### config.mk
export PLATFORM = sky130hd
export DESIGN_NAME = adcsc_top
export DESIGN_NICKNAME = d
export VERILOG_FILES = /design/src/adcsc_pkg.sv /design/src/adcsc_top.sv
export SDC_FILE = /design/constraint.sdc
export NUM_CORES = 1
export LEC_CHECK = 0
export CORE_MARGIN = 2
export CORE_UTILIZATION = 50
export CTS_CLUSTER_SIZE = 25
export DETAILED_ROUTE_END_ITERATION = 10
export DONT_BUFFER_PORTS = 1
export GPL_ROUTABILITY_DRIVEN = 0
export SLEW_MARGIN = 5
export SYNTH_ARGS = -nofsm -noshare
export SYNTH_HDL_FRONTEND = slang
export SYNTH_SLANG_ARGS = --single-unit
### constraint.sdc
create_clock -name hclk -period 3 [get_ports hclk]
set_input_delay 0.6 -clock hclk [delete_from_list [all_inputs] [get_ports hclk]]
set_output_delay 0.6 -clock hclk [all_outputs]
set_load 0.02 [all_outputs]
### src/adcsc_pkg.sv
// package for the converter scan, compare-hit and reference control block
// assumes a 32-bit ahb-lite register bus, one word per register
package adcsc_pkg;
  // register byte offsets
  localparam logic [7:0] ADDR_BAND_GAP_ENABLES = 8'h00;
  localparam logic [7:0] ADDR_COMPARE_HIT_LOW = 8'h04;
  localparam logic [7:0] ADDR_COMPARE_HIT_HIGH = 8'h08;
  localparam logic [7:0] ADDR_SCAN_SELECT_LOW = 8'h0c;
  localparam logic [7:0] ADDR_SCAN_SELECT_HIGH = 8'h10;
  localparam logic [7:0] ADDR_MEASURE_CONNECT_LOW = 8'h14;
  localparam logic [7:0] ADDR_MEASURE_CONNECT_HIGH = 8'h18;
  localparam logic [7:0] ADDR_CONTROL = 8'h1c;
  localparam logic [7:0] ADDR_IRQ_STATUS = 8'h20;
  localparam logic [7:0] ADDR_IRQ_ENABLE = 8'h24;
  localparam logic [7:0] ADDR_IRQ_CLEAR = 8'h28;
  // implemented bit masks
  localparam logic [15:0] BAND_GAP_MASK = 16'h003f;
  localparam logic [15:0] HIT_HIGH_MASK = 16'h03ff;
  localparam logic [15:0] SEL_HIGH_MASK = 16'h73ff;
  localparam logic [15:0] SMALL_HIGH_MASK = 16'h7300;
  // band gap bit positions
  localparam int BG_SIXTH_XCVR = 5;
  localparam int BG_HALF_CMP = 4;
  localparam int BG_DAC = 3;
  localparam int BG_ANALOG = 2;
  localparam int BG_CONVERTER = 1;
  localparam int BG_GENERAL = 0;
  // control register: divisor in 7:0, compare mode in 9:8
  localparam int CTRL_DIV_LSB = 0;
  localparam int CTRL_MODE_LSB = 8;
  localparam logic [15:0] CTRL_MASK = 16'h03ff;
  // instruction cycle is this many oscillator periods
  localparam int OSC_PER_INSTR = 2;
  localparam logic [15:0] RESET_VALUE = 16'h0000;
  typedef enum logic [1:0] {
    ADCSC_LESS = 2'b00,
    ADCSC_GREATER = 2'b01,
    ADCSC_INSIDE = 2'b10,
    ADCSC_OUTSIDE = 2'b11
  } adcsc_mode_t;
  // conversion event reported by the scan sequencer
  typedef struct packed {
    logic valid;
    logic [4:0] channel;
    logic buf_written;
    logic match;
  } adcsc_conv_t;
endpackage

### src/adcsc_top.sv
// converter scan select, compare-hit flags, reference enables, ahb slave
// assumes sequencer, compare hardware and analog core on hclk
`timescale 1ns/1ns
module adcsc_top
  import adcsc_pkg::*;
#(
  parameter bit SMALL_PACKAGE = 1'b0
) (
  input wire logic hclk,
  input wire logic hresetn,
  input wire logic hsel,
  input wire logic [31:0] haddr,
  input wire logic [1:0] htrans,
  input wire logic hwrite,
  input wire logic [2:0] hsize,
  input wire logic [31:0] hwdata,
  input wire logic hready,
  output logic hreadyout,
  output logic hresp,
  output logic [31:0] hrdata,
  input wire adcsc_conv_t conv_evt,
  input wire logic [4:0] conv_active_ch,
  input wire logic conv_active,
  input wire logic [5:0] consumer_req,
  output logic [5:0] ref_on,
  output logic [31:0] scan_include_bits,
  output logic measure_unit_connect,
  output logic [7:0] conv_clock_divisor,
  output logic [15:0] conv_clock_period_osc,
  output adcsc_mode_t compare_mode_field,
  output logic irq
);
  // ==========================================================
  // bus slave
  logic wr_pend_ff;
  logic [7:0] wr_addr_ff;
  logic rd_go;
  logic [15:0] band_gap_ff;
  logic [25:0] hit_ff;
  logic [31:0] scan_ff;
  logic [31:0] meas_ff;
  logic [15:0] ctrl_ff;
  logic [1:0] irq_stat_ff;
  logic [1:0] irq_en_ff;
  logic [15:0] wd;
  logic [31:0] impl_mask;
  logic [31:0] nxt_hrdata;
  logic [25:0] hit_set;
  logic [25:0] hit_mask;

  // channels 16..23 missing on the small package
  assign impl_mask = SMALL_PACKAGE ? {1'b0, SMALL_HIGH_MASK[14:8], 8'h00,
    16'hffff} : {1'b0, SEL_HIGH_MASK[14:0], 16'hffff};
  // hit flags 16..25 are all missing on the small package
  assign hit_mask = SMALL_PACKAGE ? 26'h000ffff : 26'h3ffffff;
  assign hreadyout = 1'b1;
  assign hresp = 1'b0;
  assign wd = hwdata[15:0];
  assign rd_go = hsel && hready && htrans[1] && !hwrite;

  // capture address phase of a write
  always_ff @(posedge hclk or negedge hresetn) begin
    if (!hresetn) begin
      wr_pend_ff <= 1'b0;
      wr_addr_ff <= 8'h00;
    end else if (hready) begin
      wr_pend_ff <= hsel && htrans[1] && hwrite;
      wr_addr_ff <= haddr[7:0];
    end
  end

  function automatic logic wr_hit(input logic [7:0] a, input logic p,
                                  input logic [7:0] w);
    wr_hit = p && (a == w);
  endfunction

  // ==========================================================
  // configuration registers
  always_ff @(posedge hclk or negedge hresetn) begin
    if (!hresetn) begin
      band_gap_ff <= RESET_VALUE;
      ctrl_ff <= RESET_VALUE;
    end else begin
      if (wr_hit(wr_addr_ff, wr_pend_ff, ADDR_BAND_GAP_ENABLES)) begin
        band_gap_ff <= wd & BAND_GAP_MASK;
      end
      if (wr_hit(wr_addr_ff, wr_pend_ff, ADDR_CONTROL)) begin
        ctrl_ff <= wd & CTRL_MASK;
      end
    end
  end

  // scan select and measure connect, two words each
  always_ff @(posedge hclk or negedge hresetn) begin
    if (!hresetn) begin
      scan_ff <= 32'h00000000;
      meas_ff <= 32'h00000000;
    end else begin
      if (wr_hit(wr_addr_ff, wr_pend_ff, ADDR_SCAN_SELECT_LOW)) begin
        scan_ff[15:0] <= wd & impl_mask[15:0];
      end
      if (wr_hit(wr_addr_ff, wr_pend_ff, ADDR_SCAN_SELECT_HIGH)) begin
        scan_ff[31:16] <= wd & impl_mask[31:16];
      end
      if (wr_hit(wr_addr_ff, wr_pend_ff, ADDR_MEASURE_CONNECT_LOW)) begin
        meas_ff[15:0] <= wd & impl_mask[15:0];
      end
      if (wr_hit(wr_addr_ff, wr_pend_ff, ADDR_MEASURE_CONNECT_HIGH)) begin
        meas_ff[31:16] <= wd & impl_mask[31:16];
      end
    end
  end

  // ==========================================================
  // compare-hit flags
  assign compare_mode_field = adcsc_mode_t'(ctrl_ff[CTRL_MODE_LSB +: 2]);

  // outside mode also flags plain buffer writes
  always_comb begin
    hit_set = '0;
    if (conv_evt.valid && conv_evt.channel < 5'd26) begin
      if (compare_mode_field == ADCSC_OUTSIDE) begin
        hit_set[conv_evt.channel] = conv_evt.buf_written ||
          conv_evt.match;
      end else begin
        hit_set[conv_evt.channel] = conv_evt.match;
      end
    end
    hit_set = hit_set & hit_mask;
  end

  // software write applies now; a same-cycle hit still wins
  always_ff @(posedge hclk or negedge hresetn) begin
    if (!hresetn) begin
      hit_ff <= '0;
    end else begin
      if (wr_hit(wr_addr_ff, wr_pend_ff, ADDR_COMPARE_HIT_LOW)) begin
        hit_ff[15:0] <= wd | hit_set[15:0];
      end else begin
        hit_ff[15:0] <= hit_ff[15:0] | hit_set[15:0];
      end
      if (wr_hit(wr_addr_ff, wr_pend_ff, ADDR_COMPARE_HIT_HIGH)) begin
        hit_ff[25:16] <= (wd[9:0] & hit_mask[25:16]) | hit_set[25:16];
      end else begin
        hit_ff[25:16] <= hit_ff[25:16] | hit_set[25:16];
      end
    end
  end

  // ==========================================================
  // interrupt: bit0 any hit event, bit1 any conversion event
  always_ff @(posedge hclk or negedge hresetn) begin
    if (!hresetn) begin
      irq_stat_ff <= 2'b00;
      irq_en_ff <= 2'b00;
    end else begin
      if (wr_hit(wr_addr_ff, wr_pend_ff, ADDR_IRQ_ENABLE)) begin
        irq_en_ff <= wd[1:0];
      end
      // set wins over clear
      irq_stat_ff <= (irq_stat_ff &
        ~(wr_hit(wr_addr_ff, wr_pend_ff, ADDR_IRQ_CLEAR) ? wd[1:0] : 2'b00))
        | {conv_evt.valid, |hit_set};
    end
  end
  assign irq = |(irq_stat_ff & irq_en_ff);

  // ==========================================================
  // outputs to analog and sequencer
  assign ref_on = band_gap_ff[5:0] | consumer_req;
  assign scan_include_bits = scan_ff;
  // connect only while that channel converts
  assign measure_unit_connect = conv_active &&
    meas_ff[conv_active_ch];
  assign conv_clock_divisor = ctrl_ff[CTRL_DIV_LSB +: 8];
  // period in oscillator cycles: 2 * (div + 1)
  assign conv_clock_period_osc = 16'(OSC_PER_INSTR) *
    (16'(conv_clock_divisor) + 16'h0001);

  // ==========================================================
  // read mux; enables read stored bits, not actual state
  // limitation: a read right behind a write to the same word sees the
  // old value, since the write lands on the read's address edge
  always_comb begin
    nxt_hrdata = 32'h00000000;
    case (haddr[7:0])
      ADDR_BAND_GAP_ENABLES: nxt_hrdata[15:0] = band_gap_ff;
      ADDR_COMPARE_HIT_LOW: nxt_hrdata[15:0] = hit_ff[15:0];
      ADDR_COMPARE_HIT_HIGH: nxt_hrdata[9:0] = hit_ff[25:16];
      ADDR_SCAN_SELECT_LOW: nxt_hrdata[15:0] = scan_ff[15:0];
      ADDR_SCAN_SELECT_HIGH: nxt_hrdata[15:0] = scan_ff[31:16];
      ADDR_MEASURE_CONNECT_LOW: nxt_hrdata[15:0] = meas_ff[15:0];
      ADDR_MEASURE_CONNECT_HIGH: nxt_hrdata[15:0] = meas_ff[31:16];
      ADDR_CONTROL: nxt_hrdata[15:0] = ctrl_ff;
      ADDR_IRQ_STATUS: nxt_hrdata[1:0] = irq_stat_ff;
      ADDR_IRQ_ENABLE: nxt_hrdata[1:0] = irq_en_ff;
      default: nxt_hrdata = 32'h00000000; // unmapped reads zero
    endcase
  end

  always_ff @(posedge hclk or negedge hresetn) begin
    if (!hresetn) begin
      hrdata <= 32'h00000000;
    end else if (rd_go) begin
      hrdata <= nxt_hrdata;
    end
  end
endmodule

==> flow_summary.toml <==
[status]
violations = "hold timing"
status = "complete, but fails checks"

[setup_path]
crit_family = "multiplexers"
crit_path_top_delay_cell = "mux4_2"
r2r_start = "wr_addr_ff[5]$_DFFE_PN0P_"
rrSetupSlack_ps = 840
cp-start-kind = "register"
worst-path-max-fanout = 3
setup.worst_path.class = "register to primary output"
cp_slowest_stage_delay_ps = 490
cp.buffers_inverters = 0
worst-path-stages = 4
crit_start = "meas_ff[23]$_DFFE_PN0P_"
cp_cell_sequence = "mux4_2 -> mux4_2 -> nor2_1 -> nor2_1"
crit_arrival_ps = 2030
rr_worst_depth = 5
crit_path_end_kind = "primary output"
critPathRequiredTime_ps = 2400

[synthesis]
synth-async-reset-ratio = 1.00
post-synth-top-count-cell = "dfrtp_1"
synth.cells.most_frequent = "dfrtp_1, mux2_2, nor2_1"
synthCells = 581
yosys_warnings = 0
yosysSeqAreaShare = 0.482
synth_cell_types = 52
syn_area_mm2 = 0.00669
synth_top_cell_by_area = "dfrtp_1"
ys_ff_latch = 129
synth_top_cell_area_share = 0.482
synth_ff_type = "dfrtp_1"
synth_edf_count = 0
syn_area_per_cell_um2 = 11.5
synth.area.top_cells = "dfrtp_1, mux2_2, mux4_2"

[die]
core_area_mm2 = 0.0131
dieArea_mm2 = 0.0143
start_util = 0.509
row_count = 42
die_x_um = 120
fp.dieH_um = 120
ios = 194

[drt]
vias = 4714
drtAntennaViolNets = 0
drt-wirelength-per-cell_um = 23.8
routed_wirelength_mm = 18.2
vias_per_cell = 6.17
drt-initial-drc-count = 408
drc_errors = 0
dr.pass1.iters = 5

[job]
cap_violations = 0

[timing]
setup_viol = 0
max_freq_mhz = 380
timing.hold.ws_ps = -119
slew-limit-headroom = 0.507
finalHoldViolations = 129
fin_worst_skew_ps = 9.42
fin_setup_tns_ps = 0
maxSlewViolCount = 0
worst_pin_slew_ps = 740
period_needed_ps = 2630
period_share = 0.877
rsz0062_at_grt = "false"

[clock_tree]
clock_sinks = 129
cts_tree = "yes"
clock_tree.root_cell = "clkbuf_16"
ctsResizeCount = 0
cts_setup_buffers = 0
cts_max_path_buffers = 2
cts.clk_slew.worst_paths_ps = 50
htreeDepth = 4
insertion_delay_ps = 420
numCtsBuffers = 17

[worst_hold_path]
hold_class = "primary input to async pin"

[power_and_ir_drop]
vdd_drop_max_mv = 0.331
leakagePower_uw = 0.00319
p_seq_frac = 0.477
comb_power_share = 0.075
swShare = 0.238
p_int_uw = 3150
power.switching_uw = 981
p_per_area_mw_per_mm2 = 570
pwr-share-clk = 0.448

[global_routing]
first_global_vias = 4773
grt_max_degree = 130
grt_util_all_layers = 0.269
grt_overflow = 0
grt_pass1_wl_mm = 28.6
antenna_found_initial = 0

[placed_design]
io_buffer_count = 0
dpl_cell_area_mm2 = 0.00671
hpwl_mm = 12.7

[final_layout]
drive_above_1_share = 0.267
n_antenna_cell = 0
post-route-cell-area_mm2 = 0.00724
area_growth_pct = 8.13
layout.nets = 673
state kept, by name (all words and copies together) (netlist names):
register,cells
wr_addr_ff,8
irq_en_ff,2
meas_ff,29
ctrl_ff,10
irq_stat_ff,2
hit_ff,26
hrdata,16
wr_pend_ff,1
scan_include_bits,29
band_gap_ff,6
final timing paths:
| kind | to |
|---|---|
| hold reg to reg | hit_ff[16]$_DFF_PN0_ |
| setup / recovery | measure_unit_connect |
| max in group asynchronous | scan_include_bits[13]$_DFFE_PN0P_ |
| hold / removal | wr_pend_ff$_DFFE_PN0P_ |
| setup reg to reg | hit_ff[18]$_DFF_PN0_ |
| min in group hclk | irq_stat_ff[1]$_DFF_PN0_ |
layer usage:
layer | global-route usage | routed length, um | up-vias
met5 | 0 | 0 | -
met4 | 0.0963 | 359 | 0
met3 | 0.0856 | 1570 | 23
met2 | 0.403 | 8330 | 230
met1 | 0.369 | 7890 | 2401
li1 | - | - | 2060
power by group through the flow:
stage	clock (uW)	sequential [uW]	combinational, uW
after detailed placement	0	2000	305
after floorplan	0	1970	320
after global placement	0	1990	297
after global routing	1960	1980	339
final	1850	1970	309
after CTS	1890	1970	307
per-stage QoR:
| step | hold slack (ps) | instances | worst slack, ps | util | power [uW] |
|---|---|---|---|---|---|
| 6_report | -119 | 764 | 369 | 0.551 | 4130 |
| 4_1_cts | -141 | 764 | 349 | 0.551 | 4170 |
| 3_3_place_gp | 311 | 735 | 617 | 0.510 | 2290 |
| 5_1_grt | -138 | 764 | 267 | 0.551 | 4280 |
| 2_1_floorplan | 304 | 607 | 431 | - | 2290 |
| 3_5_place_dp | 310 | 735 | 601 | 0.510 | 2300 |
logic make-up after synthesis:
logic type      Yosys count  share of synthesized area
simple gates            162                      0.121
fa+ha+maj                 1                    0.00187
xor+xnor                  6                    0.00785
mux                     134                      0.248
flops                   129                      0.482
compound gates           84                     0.0785
buf+inv                  63                     0.0600
other cells               2                    0.00112
cell type report:
| class | instances | area, um^2 |
|---|---|---|
| sequential | 129 | 3230 |
| multi-input combinational | 415 | 3170 |
| clock buffer | 24 | 502 |
| inverter | 6 | 22.5 |
| timing repair buffer | 9 | 67.6 |
| fill | 1155 | 5900 |
| tap | 176 | 220 |
| clock inverter | 5 | 30.0 |
layout by cell type (no fill, tap or decap), drive strengths merged, types with 5 or more instances in the layout:
master    n
clkbuf   24
mux2i    26
a22oi     9
mux4     16
or2       6
dfrtp   129
conb     28
mux2     92
a21oi     5
nor2b     7
o22ai    18
a22o      6
nand2    36
nor3     10
o21ai    32
nand3    13
nor2     58
buf       9
nand4     7
inv       6
No activity file was read; power rests on OpenSTA's default activity.
